===== config.mk =====
export PLATFORM = sky130hd
export DESIGN_NAME = display_serial_transmitter
export DESIGN_NICKNAME = d
export VERILOG_FILES = /design/src/pkg/serial_tx_pkg.sv /design/src/hw/display_serial_transmitter.sv
export SDC_FILE = /design/constraint.sdc
export NUM_CORES = 1
export LEC_CHECK = 0
export ABC_AREA = 1
export BUFFER_PORTS_ARGS = -buffer_cell sky130_fd_sc_hd__buf_2
export CAP_MARGIN = 20
export CELL_PAD_IN_SITES_DETAIL_PLACEMENT = 1
export CELL_PAD_IN_SITES_GLOBAL_PLACEMENT = 1
export CORE_MARGIN = 5
export CORE_UTILIZATION = 30
export DETAILED_ROUTE_END_ITERATION = 8
export PLACE_DENSITY_LB_ADDON = 0.1
export RECOVER_POWER = 50
export REMOVE_ABC_BUFFERS = 1
export SYNTH_ARGS = -nofsm -noshare
export SYNTH_HDL_FRONTEND = slang
export SYNTH_SLANG_ARGS = --single-unit

===== constraint.sdc =====
create_clock -name clk_in -period 9.6 [get_ports clk_in]
set_input_delay 0.48 -clock clk_in [delete_from_list [all_inputs] [get_ports clk_in]]
set_output_delay 0.48 -clock clk_in [all_outputs]
set_load 0.005 [all_outputs]

===== src/pkg/serial_tx_pkg.sv =====
package serial_tx_pkg;

   // Clock and timing figures
   localparam int CLK_FREQ_KHZ = 100000;
   localparam int STANDBY_FREQ_KHZ = 500;
   localparam int ACTIVE_FREQ_KHZ = 3000;
   localparam int ENABLE_FILTER_US = 10;
   localparam int LOCK_TIMEOUT_MS = 2;
   // Slowest period still seen as live clock, rounded down
   localparam int STANDBY_PERIOD_CYC = CLK_FREQ_KHZ / STANDBY_FREQ_KHZ;
   // Period at or under which the clock counts as active, rounded down
   localparam int ACTIVE_PERIOD_CYC = CLK_FREQ_KHZ / ACTIVE_FREQ_KHZ;
   localparam int ENABLE_FILTER_CYC = ENABLE_FILTER_US * (CLK_FREQ_KHZ / 1000);
   localparam int LOCK_TIMEOUT_CYC = LOCK_TIMEOUT_MS * CLK_FREQ_KHZ;

   // Frame geometry, serial order is bit 0 first
   localparam int FRAME_BITS = 30;
   localparam int PAYLOAD_BITS = 27;
   localparam int PIXEL_BITS = 24;
   localparam int FRM_PIXEL_LSB = 0;
   localparam int FRM_VSYNC_POS = 24;
   localparam int FRM_HSYNC_POS = 25;
   localparam int FRM_VALID_POS = 26;
   localparam int FRM_PARITY_POS = 27;
   localparam int FRM_RSVD0_POS = 28;
   localparam int FRM_RSVD1_POS = 29;
   localparam logic FRM_RSVD_VALUE = 1'h0;
   localparam logic [4:0] PHASE_LAST = 5'h1D;
   localparam logic [4:0] PHASE_HALF = 5'h0F;
   localparam logic [4:0] PHASE_ZERO = 5'h00;

   // Lock monitor: consecutive periods of exactly one frame before lock
   localparam logic [2:0] LOCK_PERIODS = 3'h4;

   localparam logic [7:0] PERIOD_SAT = 8'(STANDBY_PERIOD_CYC);
   localparam logic [7:0] PERIOD_ACTIVE = 8'(ACTIVE_PERIOD_CYC);
   localparam logic [7:0] PERIOD_FRAME = 8'(FRAME_BITS - 1);
   localparam logic [9:0] FILTER_LAST = 10'(ENABLE_FILTER_CYC - 1);

   typedef enum logic [2:0]
   {
      MODE_SHUTDOWN = 3'b000,
      MODE_STANDBY = 3'b001,
      MODE_ACQUIRE = 3'b010,
      MODE_TRANSMIT = 3'b011,
      MODE_CLK_OFF = 3'b100
   } tx_mode_t;

   typedef struct packed
   {
      logic pixel_valid;
      logic horizontal_sync;
      logic vertical_sync;
      logic [PIXEL_BITS-1:0] pixels;
   } pixel_word_t;

   typedef struct packed
   {
      logic p;
      logic n;
      logic oe;
   } diff_pair_t;

endpackage : serial_tx_pkg


===== src/hw/display_serial_transmitter.sv =====
// Functional notes
// - Shift frame out at thirty times pixel clock
// - Frame: 27 payload, parity, two reserved bits
// - Link clock is shift clock divided by thirty
// - Pixel clock 4 to 15 MHz; PLL locks there (the lock monitor here locks only at a 30-cycle period)
// - Enable low: shutdown, everything off, outputs Z
// - Slow pixel clock: standby, PLL off, Z
// - Pixel clock above 3 MHz starts active sequence
// - Acquire: PLL on, Z until lock seen
// - Parity covers payload, not reserved bits
// - Parity set on even ones count
// - Enable high over 10 us enters standby
// - Standby plus activity enters acquire, outputs Z
// - Lock within 2 ms, load, clock, data (here clock and data pairs start in one cycle)
// - Missing pixel clock returns to standby
// - Enable low over 10 us: clock, then data off
// - Shutdown keeps inputs sampled, switching logic off
// - Edge select: 0 rising, 1 falling capture
// - Bus order: 0 blue-first, 1 red-first
// - Power-up takes enable level without filter
`timescale 1ns/100ps

module display_serial_transmitter
   import serial_tx_pkg::*;
#(
   parameter int LOCK_TIMEOUT = LOCK_TIMEOUT_CYC
)
(
   input wire logic clk_in,
   input wire logic sys_rst_in,
   input wire logic clk_en_in,
   input wire logic pixel_clock_in,
   input wire pixel_word_t pixel_bus_in,
   input wire logic capture_edge_select_in,
   input wire logic bus_order_in,
   input wire logic transmit_enable_pin_in,
   output diff_pair_t data_pair_out,
   output diff_pair_t clock_pair_out,
   output tx_mode_t mode_out
);

   ////////////////////////////////////////////////////////////////////////////
   // Input stage, enable filter and activity monitor

   logic pclk_prev_r;
   logic pclk_prev_nxt;
   logic [7:0] period_r;
   logic [7:0] period_nxt;
   logic active_r;
   logic active_nxt;
   logic enable_r;
   logic enable_nxt;
   logic init_done_r;
   logic init_done_nxt;
   logic [9:0] filter_cnt_r;
   logic [9:0] filter_cnt_nxt;
   logic [2:0] lock_cnt_r;
   logic [2:0] lock_cnt_nxt;
   pixel_word_t hold_r;
   pixel_word_t hold_nxt;
   pixel_word_t ordered;
   logic rise_edge;
   logic fall_edge;
   logic capture_edge;
   tx_mode_t mode_r;
   tx_mode_t mode_nxt;

   // Red-first order is the mirror image of the pixel pins
   always_comb
   begin
      ordered = pixel_bus_in;
      for (int i = 0; i < PIXEL_BITS; i++)
      begin
         ordered.pixels[i] = bus_order_in ? pixel_bus_in.pixels[PIXEL_BITS-1-i] :
                             pixel_bus_in.pixels[i];
      end
   end

   assign rise_edge = pixel_clock_in & ~pclk_prev_r;
   assign fall_edge = ~pixel_clock_in & pclk_prev_r;
   assign capture_edge = capture_edge_select_in ? fall_edge : rise_edge;

   always_comb
   begin
      pclk_prev_nxt = pixel_clock_in;
      period_nxt = period_r;
      active_nxt = active_r;
      enable_nxt = enable_r;
      init_done_nxt = 1'h1;
      filter_cnt_nxt = 10'h000;
      lock_cnt_nxt = lock_cnt_r;
      hold_nxt = hold_r;
      // Monitor: saturating period counter, judged at each rising edge
      if (rise_edge)
      begin
         period_nxt = 8'h00;
         if (period_r < PERIOD_ACTIVE)
         begin
            active_nxt = 1'h1;
         end
      end
      // Saturates instead of wrapping, so a stopped clock never looks fast
      else if (period_r != PERIOD_SAT)
      begin
         period_nxt = period_r + 8'h01;
      end
      else
      begin
         active_nxt = 1'h0;
      end
      // Between the two thresholds the last verdict is kept

      // Glitch filter; first cycle after reset trusts the pin directly
      // A bounce restarts the count, so short spikes never reach the modes
      if (!init_done_r)
      begin
         enable_nxt = transmit_enable_pin_in;
      end
      else if (transmit_enable_pin_in != enable_r)
      begin
         if (filter_cnt_r == FILTER_LAST)
         begin
            enable_nxt = transmit_enable_pin_in;
         end
         else
         begin
            filter_cnt_nxt = filter_cnt_r + 10'h001;
         end
      end

      // Lock monitor: the shift clock matches when a period is one frame
      // Any other period restarts it, so a clock in the unlockable band stays out
      if (mode_r != MODE_ACQUIRE)
      begin
         lock_cnt_nxt = 3'h0;
      end
      else if (rise_edge)
      begin
         if (period_r == PERIOD_FRAME)
         begin
            if (lock_cnt_r != LOCK_PERIODS)
            begin
               lock_cnt_nxt = lock_cnt_r + 3'h1;
            end
         end
         else
         begin
            lock_cnt_nxt = 3'h0;
         end
      end

      // Acquire captures too, so the first frame sent carries live data
      if (capture_edge && (mode_r == MODE_ACQUIRE || mode_r == MODE_TRANSMIT))
      begin
         hold_nxt = ordered;
      end
   end

   always_ff @(posedge clk_in or posedge sys_rst_in)
   begin
      if (sys_rst_in)
      begin
         pclk_prev_r <= 1'h0;
         period_r <= PERIOD_SAT;
         active_r <= 1'h0;
         enable_r <= 1'h0;
         init_done_r <= 1'h0;
         filter_cnt_r <= 10'h000;
         lock_cnt_r <= 3'h0;
         hold_r <= '0;
      end
      else if (clk_en_in)
      begin
         pclk_prev_r <= pclk_prev_nxt;
         period_r <= period_nxt;
         active_r <= active_nxt;
         enable_r <= enable_nxt;
         init_done_r <= init_done_nxt;
         filter_cnt_r <= filter_cnt_nxt;
         lock_cnt_r <= lock_cnt_nxt;
         hold_r <= hold_nxt;
      end
   end

   ////////////////////////////////////////////////////////////////////////////
   // Mode machine, serializer and output pairs

   logic [17:0] timeout_r;
   logic [17:0] timeout_nxt;
   logic [4:0] phase_r;
   logic [4:0] phase_nxt;
   logic [FRAME_BITS-1:0] shift_r;
   logic [FRAME_BITS-1:0] shift_nxt;
   logic [FRAME_BITS-1:0] frame;
   diff_pair_t data_pair_r;
   diff_pair_t data_pair_nxt;
   diff_pair_t clock_pair_r;
   diff_pair_t clock_pair_nxt;
   logic link_clk;
   logic locked;

   assign locked = (lock_cnt_r == LOCK_PERIODS);

   // Frame assembly; reserved bits stay out of the parity
   always_comb
   begin
      frame = '0;
      frame[FRM_PIXEL_LSB +: PIXEL_BITS] = hold_r.pixels;
      frame[FRM_VSYNC_POS] = hold_r.vertical_sync;
      frame[FRM_HSYNC_POS] = hold_r.horizontal_sync;
      frame[FRM_VALID_POS] = hold_r.pixel_valid;
      // The held word is exactly the payload, so parity folds all of it
      frame[FRM_PARITY_POS] = ~(^hold_r);
      frame[FRM_RSVD0_POS] = FRM_RSVD_VALUE;
      frame[FRM_RSVD1_POS] = FRM_RSVD_VALUE;
   end

   ////////////////////////////////////////////////////////////////////////////
   // Next mode, shift register and pair values

   always_comb
   begin
      mode_nxt = mode_r;
      timeout_nxt = 18'h00000;
      phase_nxt = PHASE_ZERO;
      shift_nxt = shift_r;
      link_clk = 1'h0;
      unique case (mode_r)
         MODE_SHUTDOWN:
         begin
            // Serializer held cleared; only the input samplers keep running
            shift_nxt = '0;
            if (enable_r)
            begin
               mode_nxt = MODE_STANDBY;
            end
         end
         MODE_STANDBY:
         begin
            if (!enable_r)
            begin
               mode_nxt = MODE_SHUTDOWN;
            end
            else if (active_r)
            begin
               mode_nxt = MODE_ACQUIRE;
            end
         end
         MODE_ACQUIRE:
         begin
            timeout_nxt = timeout_r + 18'h00001;
            // Phase follows the pixel clock until lock
            phase_nxt = rise_edge ? PHASE_ZERO : phase_r + 5'h01;
            if (!enable_r)
            begin
               mode_nxt = MODE_SHUTDOWN;
            end
            // No lock inside the window: fall back and let the monitor retry
            else if (!active_r || timeout_r == 18'(LOCK_TIMEOUT - 1))
            begin
               mode_nxt = MODE_STANDBY;
            end
            else if (locked && rise_edge)
            begin
               mode_nxt = MODE_TRANSMIT;
               shift_nxt = frame;
            end
         end
         MODE_TRANSMIT:
         begin
            // Free running phase stands in for the locked PLL
            phase_nxt = (phase_r == PHASE_LAST) ? PHASE_ZERO : phase_r + 5'h01;
            if (phase_r == PHASE_LAST)
            begin
               shift_nxt = frame;
            end
            else
            begin
               shift_nxt = {1'h0, shift_r[FRAME_BITS-1:1]};
            end
            if (!enable_r)
            begin
               mode_nxt = MODE_CLK_OFF;
            end
            else if (!active_r)
            begin
               mode_nxt = MODE_STANDBY;
            end
         end
         MODE_CLK_OFF:
         begin
            // Data stays driven one more cycle so the clock pair lets go first
            mode_nxt = MODE_SHUTDOWN;
         end
         default:
         begin
            // Unused codes recover through shutdown
            mode_nxt = MODE_SHUTDOWN;
         end
      endcase
      // From the next phase, so the clock rises with bit 0, on entry as well
      link_clk = (phase_nxt <= PHASE_HALF);
      // Clock pair driven only in transmit, data pair in clock-off too; both start in one cycle
      clock_pair_nxt.oe = (mode_nxt == MODE_TRANSMIT);
      clock_pair_nxt.p = clock_pair_nxt.oe & link_clk;
      clock_pair_nxt.n = clock_pair_nxt.oe & ~link_clk;
      data_pair_nxt.oe = (mode_nxt == MODE_TRANSMIT) || (mode_nxt == MODE_CLK_OFF);
      data_pair_nxt.p = data_pair_nxt.oe & shift_nxt[0];
      data_pair_nxt.n = data_pair_nxt.oe & ~shift_nxt[0];
   end

   always_ff @(posedge clk_in or posedge sys_rst_in)
   begin
      if (sys_rst_in)
      begin
         mode_r <= MODE_SHUTDOWN;
         timeout_r <= 18'h00000;
         phase_r <= PHASE_ZERO;
         shift_r <= '0;
         data_pair_r <= '0;
         clock_pair_r <= '0;
      end
      else if (clk_en_in)
      begin
         mode_r <= mode_nxt;
         timeout_r <= timeout_nxt;
         phase_r <= phase_nxt;
         shift_r <= shift_nxt;
         data_pair_r <= data_pair_nxt;
         clock_pair_r <= clock_pair_nxt;
      end
   end

   assign data_pair_out = data_pair_r;
   assign clock_pair_out = clock_pair_r;
   assign mode_out = mode_r;

endmodule : display_serial_transmitter


## After elaboration in Yosys (flattened, before gate mapping)

Index checks and enable logic that the tools add are counted.

| word-level totals | value |
|---|---|
| bits in registers | 114 |
| input bits | 34 |
| output and inout port bits | 9 |
| word-level logic and storage cells | 137 |

| operators by class | value |
|---|---|
| add/subtract/negate cells | 5 |
| magnitude comparators | 2 |
| equality and inequality tests | 22 |
| muxes and demuxes | 58 |
| bitwise logic cells | 11 |
| reductions and logical operators | 17 |

Operators with widths:

| cell | count |
|---|---|
| 2-to-1 mux 30 bit | 3 |
| one-hot mux 30 bit (3 select lines) | 1 |
| 2-to-1 mux 3 bit | 12 |
| 2-to-1 mux 1 bit | 31 |
| 2-to-1 mux 10 bit | 3 |
| 2-to-1 mux 29 bit | 1 |
| parity 27 bit | 1 |
| adder 18 x 1 -> 18 bit, second input constant | 1 |
| equality test 18 bit, second input constant | 1 |
| 2-to-1 mux 18 bit | 1 |
| 2-to-1 mux 8 bit | 2 |
| one-hot mux 3 bit (4 select lines) | 1 |
| adder 10 x 1 -> 10 bit, second input constant | 1 |
| equality test 10 bit, second input constant | 1 |
| 2-to-1 mux 5 bit | 2 |
| one-hot mux 5 bit (2 select lines) | 1 |
| equality test 3 x 2 -> 1 bit, second input constant | 3 |
| AND reduction 3 bit | 3 |
| adder 8 x 1 -> 8 bit, second input constant | 1 |
| equality test 8 x 5 -> 1 bit, second input constant | 1 |
| < comparator 8 x 6 -> 1 bit, second input constant | 1 |
| != test 2 x 1 -> 1 bit, second input constant | 4 |
| != test 8 bit, second input constant | 1 |
| AND 1 bit | 6 |
| other kinds (19) | 32 |

## Depth between registers and ports, before layout

Gate-level depths: netlist of the first run.

| depth | value |
|---|---|
| word-level depth | 10 |
| depth in mapped cells | 13 |
| mapped depth without buffers | 13 |

## Least setup slack after synthesis of the first run

OpenSTA, ideal clock, no wires.

| path | value |
|---|---|
| path type | register to register |
| start | reg timeout_r[0] |
| end | reg shift_r[10] |
| setup time | 0.123 ns |
| data arrival time | 1.585 ns |
| required time | 9.477 ns |
| setup slack | 7.892 ns |
| stages on the path, launching flop included | 11 |
| path buffers | 1 |
| period minus slack after synthesis | 1.708 ns |
| cell sequence | dfrtp_1 ha_1 nand3_1 nor2_1 nand3_2 nand3_2 nand2_4 nand3_4 buf_6 a21oi_1 a21oi_2 |

| between the ends | value |
|---|---|
| longest elaborated chain between the ends | 4 |

RTL lines:

| what | line | source |
|---|---|---|
| start, declared | display_serial_transmitter.sv:188 | `logic [17:0] timeout_r;` |
| start signal, assigned | display_serial_transmitter.sv:326 | `timeout_r <= timeout_nxt;` |
| equality test 18 bit | display_serial_transmitter.sv:259 | `else if (!active_r \|\| timeout_r == 18'(LOCK_TIMEOUT - 1))` |
| logical OR 1 bit | display_serial_transmitter.sv:259 |  |
| != test 2 bit (no source line) | -- |  |
| AND reduction 5 bit (no source line) | -- |  |
| end signal, assigned | display_serial_transmitter.sv:328 | `shift_r <= shift_nxt;` |
| end, declared | display_serial_transmitter.sv:192 | `logic [FRAME_BITS-1:0] shift_r;` |

Every way passes these cells.
A chain may end at the register's enable or synchronous reset.

==> impl_metrics.env, run 1 <==
export IMPL_worstHoldPathType="in -> reg"
export IMPL_rows=53
export IMPL_synth_seq_cells=113
export IMPL_crit_required_ps=9370
export IMPL_critPathCaptureType="async pin"
export IMPL_worstPathMaxFanout=59
export IMPL_post_dp_hpwl_mm=12.4
export IMPL_timing_critical_path_arrival_ps=4660
export IMPL_timing_slew_headroom_pct=-123
export IMPL_syn_avg_cell_area_um2=7.59
export IMPL_post_drt_via_cell_ratio=4.77
export IMPL_die_area_um2=24600
export IMPL_via_count_of_the_first_global_routing_pass=5977
export IMPL_clock_sinks=113
export IMPL_synth_edff_count=0
export IMPL_tritoncts="built"
export IMPL_placedCellCount=1146
export IMPL_io_buffer_count=42
export IMPL_clock_latency_on_the_worst_skew_pair_ps=420
export IMPL_cts_hold_buffers_added=0
export IMPL_setup_tns_final_ps=0
export IMPL_yosys_warnings=0
export IMPL_cts_max_level=4
export IMPL_r2r_start="timeout_r[0]"
export IMPL_antenna_violating_nets_post_route=0
export IMPL_maxClockFrequency_ghz=0.204
export IMPL_final_max_slew_viol_count=149
export IMPL_cellPowerDensity_nw_per_um2=242
export IMPL_clock_skew_ps=12.5
export IMPL_ir_drop_mv=0.100
export IMPL_root_driver="sky130_fd_sc_hd__clkbuf_16"
export IMPL_syn_to_final_growth_pct=15.5
export IMPL_clock_pin_transition_on_the_worst_setup_and_hold_timing_paths_ps=60
export IMPL_via_count=5621
export IMPL_yosysSeqAreaShare_pct=43.8
export IMPL_synthesis_area_um2=6460
export IMPL_routedWlPerCell_um=14.8
export IMPL_drt_first_iter_violations=209
export IMPL_postLayoutSetupSlackWorst_ps=4710
export IMPL_drt_first_pass_iters=4
export IMPL_fp_dieW_um=157
export IMPL_postSynth_topFlopCell="sky130_fd_sc_hd__dfrtp_1"
export IMPL_start_kind="input port"
export IMPL_post_route_period_util_pct=50.9
export IMPL_dp_slack_ps=6540
export IMPL_synth_async_sr_flop_share_pct=100
export IMPL_crit_reg2reg_capture="shift_r[26]"
export IMPL_final_layout_size_suffix_gt1_share_pct=13.7
export IMPL_yosysUniqueCellTypes=49
export IMPL_post_layout_cell_count=1178
export IMPL_core_area_um2=21200
export IMPL_status="finished with violations"
export IMPL_fin_hold_ws_ps=297
export IMPL_unrepaired_setup_endpoints_after_global_routing="no"
export IMPL_floorplan_die_height_um=157
export IMPL_min_path_cells=3
export IMPL_worst_r2r_path_depth=10
export IMPL_clk_path_buf_depth=2
export IMPL_cts_resized=0
export IMPL_post_route_design_area_um2=7470
export IMPL_worst_setup_path_type="in -> async"
export IMPL_tightest_slew_ps=3340
export IMPL_global_route_usage_total_pct=14.9
export IMPL_leakage_nw=3.49
export IMPL_antennaDiodeCount=0
export IMPL_setup_violations=0
export IMPL_synthCells=852
export IMPL_wl_mm=17.4
export IMPL_io_pin_count=43
export IMPL_cts_buffers=17
export IMPL_failed_checks="capacitance limit, slew limit"
export IMPL_placedInstanceArea_um2=6860
export IMPL_end_of_flow_core_utilization_pct=35.3
export IMPL_postCtsSetupBuffers=0
export IMPL_total_power_mw=1.81
export IMPL_gpl_final_weighted_congestion=0.781
export IMPL_worst_r2r_setup_slack_ps=7270
export IMPL_report_final_hold_viol_count=0
export IMPL_finalNetCount=934
export IMPL_drc_errors=0
export IMPL_pin_count_of_the_biggest_net_entering_global_routing=60
export IMPL_period_needed_ps=4890
export IMPL_globalRoute_totalOverflow=0
export IMPL_floorplan_initialDensity_pct=30.6
export IMPL_maxCapViolations=3
export IMPL_startpoint_of_the_most_critical_hold_path="pixel_bus_in[24]"
export IMPL_number_of_antenna_violations_at_the_first_check_in_global_routing=0
export IMPL_global_route_wire_length_before_repair_mm=29.4
export IMPL_hold_path_endpoint="frame[24]"
==> worst max-delay path by stage <==
stage                          start     endpoint  slack, ps  depth (start not counted)
after CTS                  clk_en_in    frame[22]       7000                          7
after global placement     clk_en_in    frame[12]       6680                          7
after global routing      sys_rst_in   phase_r[2]       3570                          3
after detailed placement   clk_en_in    frame[22]       6540                          7
final                     sys_rst_in  mode_out[2]       4710                          3
after floorplan           sys_rst_in     active_r       6140                          1
==> layout by cell type, fill, tap and decap left out, types with 12 or more instances in the layout <==
cell	synthesis	final
sky130_fd_sc_hd__nand2_1	251	251
sky130_fd_sc_hd__dfrtp_1	110	110
sky130_fd_sc_hd__inv_1	97	97
sky130_fd_sc_hd__a21oi_1	63	63
sky130_fd_sc_hd__nor2_1	62	63
sky130_fd_sc_hd__o21ai_0	58	58
sky130_fd_sc_hd__nand3_1	39	39
sky130_fd_sc_hd__buf_2	6	34
sky130_fd_sc_hd__a21oi_2	22	22
sky130_fd_sc_hd__nor3_1	20	20
sky130_fd_sc_hd__clkbuf_16	0	17
sky130_fd_sc_hd__o211ai_1	12	12
==> layout make-up <==
cell class / instances / area, um^2
multi-input combinational: 610 / 3060
fill: 2620 / 13700
inverter: 105 / 404
tap: 275 / 344
timing repair buffer: 43 / 204
clock buffer: 18 / 439
clock inverter: 14 / 188
sequential: 113 / 2830
==> cell usage after synthesis, types with 2 or more instances <==
cell                       number  share of area, %
sky130_fd_sc_hd__ha_1          10               1.9
sky130_fd_sc_hd__nand3_1       39               3.0
sky130_fd_sc_hd__nor4_1         3              0.29
sky130_fd_sc_hd__nor3b_1        2              0.23
sky130_fd_sc_hd__nor2_1        62               3.6
sky130_fd_sc_hd__dfstp_2        3               1.2
sky130_fd_sc_hd__nand4_2        2              0.39
sky130_fd_sc_hd__nor3_1        20               1.5
sky130_fd_sc_hd__buf_2          6              0.46
sky130_fd_sc_hd__nor2_4         4              0.70
sky130_fd_sc_hd__a21oi_1       63               4.9
sky130_fd_sc_hd__nand2_2        2              0.19
sky130_fd_sc_hd__inv_1         97               5.6
sky130_fd_sc_hd__o211ai_1      12               1.4
sky130_fd_sc_hd__nand2_1      251                15
sky130_fd_sc_hd__buf_4          4              0.46
sky130_fd_sc_hd__buf_6          3              0.52
sky130_fd_sc_hd__nand3_2        2              0.31
sky130_fd_sc_hd__o21a_1         3              0.35
sky130_fd_sc_hd__o21ai_1        8              0.62
sky130_fd_sc_hd__inv_2          5              0.29
sky130_fd_sc_hd__nand4_1        7              0.68
sky130_fd_sc_hd__dfrtp_1      110                43
sky130_fd_sc_hd__a21oi_2       22               3.0
sky130_fd_sc_hd__nor2_2        11               1.1
sky130_fd_sc_hd__xnor2_1        6              0.81
sky130_fd_sc_hd__o22ai_1        2              0.19
sky130_fd_sc_hd__buf_12         2              0.62
sky130_fd_sc_hd__clkbuf_1       8              0.46
sky130_fd_sc_hd__o21ai_0       58               4.5
sky130_fd_sc_hd__xor2_1         7              0.95
==> critical path, stage by stage <==
cell	delay (ps)
sky130_fd_sc_hd__buf_2	100
sky130_fd_sc_hd__clkinvlp_2	1530
sky130_fd_sc_hd__clkbuf_1	2450
==> report_power, final <==
| group | total, mW | switching (mW) | internal, mW |
|---|---|---|---|
| Combinational | 0.462 | 0.300 | 0.161 |
| Sequential | 0.662 | 0.0888 | 0.574 |
| Clock | 0.683 | 0.243 | 0.440 |
==> routing by layer <==
| layer | track usage [%] | vias to the layer above | share of wire, % |
|---|---|---|---|
| met4 | 4.13 | 0 | 1.0 |
| met3 | 3.71 | 15 | 2.8 |
| met2 | 26.2 | 47 | 50 |
| met5 | 0 | - | 0 |
| met1 | 18.3 | 2732 | 46 |
| li1 | - | 2827 | - |
==> logic make-up after synthesis <==
| logic type | Yosys count | share of synthesized area, % |
|---|---|---|
| AOI/OAI and AO/OA | 176 | 16.0 |
| xor gates and xnor gates | 13 | 1.76 |
| adders and majority gates | 10 | 1.94 |
| buffers and inverters | 129 | 8.83 |
| DFF | 113 | 43.8 |
| and+or+nand+nor | 411 | 27.6 |
==> flip-flops by register name, summed over array words and instances (netlist names), 3 cells and up <==
register	flops
data_pair_out	3
mode_out	3
timeout_r	18
phase_r	5
period_r	8
clock_pair_out	3
shift_r	29
lock_cnt_r	3
filter_cnt_r	10
frame	27
Note: power is estimated with default switching activity, not from simulation.
==> run 2, diff against run 1 <==
clock period = 4.1 ns   (was 9.6 ns; I/O delays follow)
==> run 2 against run 1 <==
The run still ends with capacitance limit, slew limit left. Sequential share of layout area up 0.20 points. Worst hold slack lost 260 ps. Routed wire length is 2.0% higher. Setup slack got worse by 3200 ps. Critical endpoint is now shift_r[13]. Largest power group is now registers.
==> impl_metrics.env, run 2 (synthesized netlist as in run 1, its figures left out) <==
export IMPL_number_of_antenna_violations_at_the_first_check_in_global_routing=0
export IMPL_max_reg_flops=29
export IMPL_hold_path_endpoint="enable_r"
export IMPL_worstPathMaxFanout=44
export IMPL_root_driver="sky130_fd_sc_hd__clkbuf_16"
export IMPL_worst_r2r_setup_slack_ps=1540
export IMPL_clock_skew_ps=9.91
export IMPL_min_path_cells=3
export IMPL_cts_hold_buffers_added=2
export IMPL_io_buffer_count=42
export IMPL_start_kind="input port"
export IMPL_tightest_slew_ps=2060
export IMPL_worst_setup_path_type="in -> async"
export IMPL_crit_required_ps=4490
export IMPL_post_dp_hpwl_mm=12.8
export IMPL_setup_tns_final_ps=0
export IMPL_clock_sinks=113
export IMPL_setup_worst_path_start="sys_rst_in"
export IMPL_timing_slew_headroom_pct=-38.1
export IMPL_failed_checks="capacitance limit, slew limit"
export IMPL_layout_common_cells="sky130_fd_sc_hd__nand2_1 (252), sky130_fd_sc_hd__dfrtp_1 (110), sky130_fd_sc_hd__inv_1 (98)"
export IMPL_setup_violations=0
export IMPL_startpoint_of_the_most_critical_hold_path="transmit_enable_pin_in"
export IMPL_fin_hold_ws_ps=37.4
export IMPL_fp_dieW_um=157
export IMPL_r2r_start="mode_out[2]"
export IMPL_status="finished with violations"
export IMPL_maxClockFrequency_ghz=0.385
export IMPL_post_drt_via_cell_ratio=4.85
export IMPL_clk_path_buf_depth=2
export IMPL_worst_r2r_path_depth=7
export IMPL_tritoncts="built"
export IMPL_post_route_period_util_pct=63.4
export IMPL_antennaDiodeCount=0
export IMPL_total_power_mw=4.11
export IMPL_clock_pin_transition_on_the_worst_setup_and_hold_timing_paths_ps=50
export IMPL_floorplan_initialDensity_pct=30.6
export IMPL_drc_errors=0
export IMPL_period_needed_ps=2600
export IMPL_largest_register="shift_r"
export IMPL_final_max_slew_viol_count=45
export IMPL_layout_filler_cells=2614
export IMPL_core_area_um2=21200
export IMPL_dp_slack_ps=1700
export IMPL_wl_mm=17.7
export IMPL_leakage_nw=3.49
export IMPL_via_count=5737
export IMPL_report_final_hold_viol_count=0
export IMPL_routedWlPerCell_um=15.0
export IMPL_gpl_final_weighted_congestion=0.800
export IMPL_critPathCaptureType="async pin"
export IMPL_rows=53
export IMPL_cts_resized=0
export IMPL_cellPowerDensity_nw_per_um2=553
export IMPL_io_pin_count=43
export IMPL_unrepaired_setup_endpoints_after_global_routing="no"
export IMPL_drt_first_iter_violations=323
export IMPL_ir_drop_mv=0.275
export IMPL_final_layout_size_suffix_gt1_share_pct=12.9
export IMPL_cts_buffers=17
export IMPL_syn_to_final_growth_pct=14.9
export IMPL_crit_reg2reg_capture="shift_r[27]"
export IMPL_global_route_wire_length_before_repair_mm=30.6
export IMPL_finalNetCount=938
export IMPL_clock_latency_on_the_worst_skew_pair_ps=420
export IMPL_mostFrequentLayoutCell="sky130_fd_sc_hd__nand2_1"
export IMPL_global_route_usage_total_pct=15.4
export IMPL_cts_max_level=4
export IMPL_via_count_of_the_first_global_routing_pass=6222
export IMPL_floorplan_die_height_um=157
export IMPL_postCtsSetupBuffers=0
export IMPL_globalRoute_totalOverflow=0
export IMPL_worstHoldPathType="in -> reg"
export IMPL_pin_count_of_the_biggest_net_entering_global_routing=51
export IMPL_timing_critical_path_arrival_ps=3000
export IMPL_maxCapViolations=1
export IMPL_die_area_um2=24600
export IMPL_antenna_violating_nets_post_route=0
export IMPL_drt_first_pass_iters=4
export IMPL_postLayoutSetupSlackWorst_ps=1500
## run 2: cell count changes in the layout (fill, tap and decap cells not counted), moves of 2 or more
| cell | change |
|---|---|
| sky130_fd_sc_hd__clkbuf_1 | +5 |
| sky130_fd_sc_hd__dlygate4sd3_1 | +2 |
| sky130_fd_sc_hd__clkbuf_2 | +2 |
| sky130_fd_sc_hd__clkinvlp_4 | -4 |
| sky130_fd_sc_hd__nor2_2 | -2 |
| sky130_fd_sc_hd__bufinv_16 | -2 |
| sky130_fd_sc_hd__nor2_1 | +2 |
## run 2: area by class of cell
cell class / instances / area, um^2 / share of cell area, %
clock buffers: 25 / 475 / 6.40
multi-input cells: 610 / 3050 / 41.0
flip-flops and latches: 113 / 2830 / 38.1
clock inverters: 7 / 85.1 / 1.15
well taps: 275 / 344 / 4.63
repair buffers: 47 / 238 / 3.20
inverters: 105 / 404 / 5.44
## run 2: per-stage QoR
step	util (%)	cell area (um^2)	cells
detailed placement	32.5	6880	1148
global placement	32.5	6880	1148
finish	35.1	7430	1182
CTS	35.3	7460	1182
global route	35.1	7430	1182
floorplan	-	6300	828
## run 2: worst max path at each step
stage	endpoint	slack, ps	cells past startpoint
3_5_place_dp	frame[21]	1700	7
4_1_cts	frame[21]	1680	7
2_1_floorplan	active_r	910	1
3_3_place_gp	frame[19]	1680	7
6_report	shift_r[13]	1500	4
5_1_grt	frame[16]	880	4
## run 2: per-layer routing
| layer | vias up | share of wire [%] | global-route usage (%) |
|---|---|---|---|
| li1 | 2839 | - | - |
| met1 | 2837 | 45 | 18.4 |
| met2 | 46 | 52 | 27.9 |
| met3 | 15 | 2.3 | 3.24 |
| met4 | 0 | 0.96 | 4.13 |
| met5 | - | 0 | 0 |
## run 2: power breakdown
part           switching, mW  internal, mW  leakage, nW
clock                  0.533         0.921        0.279
sequential             0.213          1.34         1.42
combinational          0.717         0.379         1.80
total                   1.46          2.64         3.49
## run 2: worst max-delay path: stages
cell                            delay [ps]
sky130_fd_sc_hd__dlygate4sd3_1         530
sky130_fd_sc_hd__buf_2                 120
sky130_fd_sc_hd__clkinvlp_2           1160
sky130_fd_sc_hd__clkbuf_2              950
==> run 3, diff against run 2 <==
clock period = 2.1 ns   (was 4.1 ns; I/O delays follow)
==> run 3 against run 2 <==
Sequential power increased by 95%. Flip-flop and latch count unchanged. Via count increased by 2.6%. The run now ends clean. Global-route usage about the same. Clock skew decreased by 2.3 ps. Largest cell class unchanged. Sequential share of layout area decreased by 1.7 points. Worst hold slack got worse by 7.9 ps. Cell count increased by 2.5%. Total power increased by 98%. Highest routed layer unchanged. First-iteration DRC count decreased by 40%. Die area unchanged.
==> impl_metrics.env, run 3 (synthesized netlist as in run 1, its figures left out) <==
export IMPL_cts_buffers=17
export IMPL_gpl_final_weighted_congestion=0.754
export IMPL_fin_hold_ws_ps=29.5
export IMPL_crit_required_ps=2400
export IMPL_drt_first_iter_violations=195
export IMPL_global_route_wire_length_before_repair_mm=30.2
export IMPL_ir_drop_mv=0.602
export IMPL_setup_violations=0
export IMPL_worst_setup_path_type="reg -> reg"
export IMPL_routedWlPerCell_um=15.0
export IMPL_die_area_um2=24600
export IMPL_max_reg_flops=29
export IMPL_timing_slew_headroom_pct=6.96
export IMPL_unrepaired_setup_endpoints_after_global_routing="yes"
export IMPL_timing_critical_path_arrival_ps=2210
export IMPL_leakage_nw=3.67
export IMPL_status="finished, final reports clean"
export IMPL_setup_tns_final_ps=0
export IMPL_maxClockFrequency_ghz=0.525
export IMPL_drt_first_pass_iters=4
export IMPL_io_pin_count=43
export IMPL_tritoncts="built"
export IMPL_largest_register="shift_r"
export IMPL_finalNetCount=968
export IMPL_tightest_slew_ps=1390
export IMPL_fp_dieW_um=157
export IMPL_root_driver="sky130_fd_sc_hd__clkbuf_16"
export IMPL_clock_pin_transition_on_the_worst_setup_and_hold_timing_paths_ps=60
export IMPL_antennaDiodeCount=0
export IMPL_cellPowerDensity_nw_per_um2=1050
export IMPL_layout_common_cells="sky130_fd_sc_hd__nand2_1 (251), sky130_fd_sc_hd__dfrtp_1 (110), sky130_fd_sc_hd__inv_1 (97)"
export IMPL_clock_sinks=113
export IMPL_number_of_antenna_violations_at_the_first_check_in_global_routing=0
export IMPL_period_needed_ps=1910
export IMPL_rows=53
export IMPL_final_max_slew_viol_count=0
export IMPL_post_route_period_util_pct=90.8
export IMPL_pin_count_of_the_biggest_net_entering_global_routing=51
export IMPL_globalRoute_totalOverflow=0
export IMPL_final_layout_size_suffix_gt1_share_pct=15.6
export IMPL_end_of_flow_core_utilization_pct=36.8
export IMPL_antenna_violating_nets_post_route=0
export IMPL_post_dp_hpwl_mm=13.3
export IMPL_drc_errors=0
export IMPL_multiInputGateArea_um2=3080
export IMPL_worstHoldPathType="in -> reg"
export IMPL_post_layout_cell_count=1212
export IMPL_postCtsSetupBuffers=0
export IMPL_core_area_um2=21200
export IMPL_wl_mm=18.2
export IMPL_report_final_hold_viol_count=0
export IMPL_worstPathMaxFanout=28
export IMPL_post_drt_via_cell_ratio=4.86
export IMPL_cts_max_level=4
export IMPL_syn_to_final_growth_pct=20.3
export IMPL_via_count_of_the_first_global_routing_pass=6191
export IMPL_global_route_usage_total_pct=15.3
export IMPL_clock_latency_on_the_worst_skew_pair_ps=420
export IMPL_io_buffer_count=42
export IMPL_placedCellCount=1162
export IMPL_start_kind="flip-flop"
export IMPL_area_sequential_um2=2830
export IMPL_floorplan_die_height_um=157
export IMPL_layout_filler_cells=2568
export IMPL_mostFrequentLayoutCell="sky130_fd_sc_hd__nand2_1"
export IMPL_clock_skew_ps=7.57
export IMPL_floorplan_initialDensity_pct=30.6
export IMPL_maxCapViolations=0
export IMPL_critPathCaptureType="flip-flop"
export IMPL_clk_path_buf_depth=2
export IMPL_via_count=5889
[run 3: cell types whose count changed in the layout (fill, tap and decap cells not counted), moves of 4 or more]
cell / delta
sky130_fd_sc_hd__dlygate4sd3_1: +15
sky130_fd_sc_hd__buf_2: +6
sky130_fd_sc_hd__buf_12: +4
sky130_fd_sc_hd__clkbuf_1: -9
sky130_fd_sc_hd__buf_4: +9
[run 3: area by class of cell]
type | instances | share of cell area (%)
Clock buffer | 21 | 5.92
Inverter | 105 | 5.18
Clock inverter | 11 | 1.45
Sequential cell | 113 | 36.4
Multi-Input combinational cell | 611 | 39.6
Tap cell | 275 | 4.42
Timing Repair Buffer | 76 | 7.06
[run 3: worst max-delay path, stage by stage (launching register included)]
cell                      delay [ps]
sky130_fd_sc_hd__dfrtp_1         420
sky130_fd_sc_hd__inv_1            90
sky130_fd_sc_hd__nand2_1          50
sky130_fd_sc_hd__nor3_1          290
sky130_fd_sc_hd__nand3_2         180
sky130_fd_sc_hd__nand3_2         110
sky130_fd_sc_hd__nand2_4          70
sky130_fd_sc_hd__nand3_4          70
sky130_fd_sc_hd__buf_12          190
sky130_fd_sc_hd__inv_8           110
sky130_fd_sc_hd__nor2_1          150
sky130_fd_sc_hd__a21oi_2          40
[run 3: what timing repair did]
item	in CTS	in global routing
setup endpoints to repair	0	3
hold buffers	17	0
gates resized for setup	0	1
endpoints found under the hold margin	39	0
[run 3: worst paths after layout]
check | start | endpoint | slack [ps] | cells past startpoint
setup / recovery | timeout_r[13] | shift_r[11] | 190 | 11
hold / removal | pixel_bus_in[1] | frame[22] | 30 | 5
setup reg to reg | timeout_r[13] | shift_r[11] | 190 | 11
hold reg to reg | data_pair_out[0] | data_pair_out[0] | 470 | 2
max in group asynchronous | sys_rst_in | shift_r[25] | 310 | 4
min in group asynchronous | sys_rst_in | shift_r[22] | 640 | 3
[run 3: layer usage]
layer  track usage (%)  share of wire [%]
met1              18.0                 44
met3              3.73                2.6
met4              4.05               0.96
met2              27.9                 53
met5                 0                  0
[run 3: power by group]
part | internal [mW] | total (mW) | switching [mW]
Combinational | 0.799 | 2.26 | 1.46
Sequential | 2.62 | 3.04 | 0.419
Clock | 1.79 | 2.85 | 1.06
Total | 5.21 | 8.15 | 2.94
[run 3: stage by stage]
| step | worst slack [ps] | cell area [um^2] | total power, mW |
|---|---|---|---|
| floorplan | -987 | 6300 | 4.57 |
| global placement | 209 | 7030 | 5.22 |
| detailed placement | 151 | 7030 | 5.36 |
| CTS | 135 | 7770 | 8.29 |
| global route | -7.48 | 7780 | 8.77 |
| finish | 193 | 7780 | 8.15 |
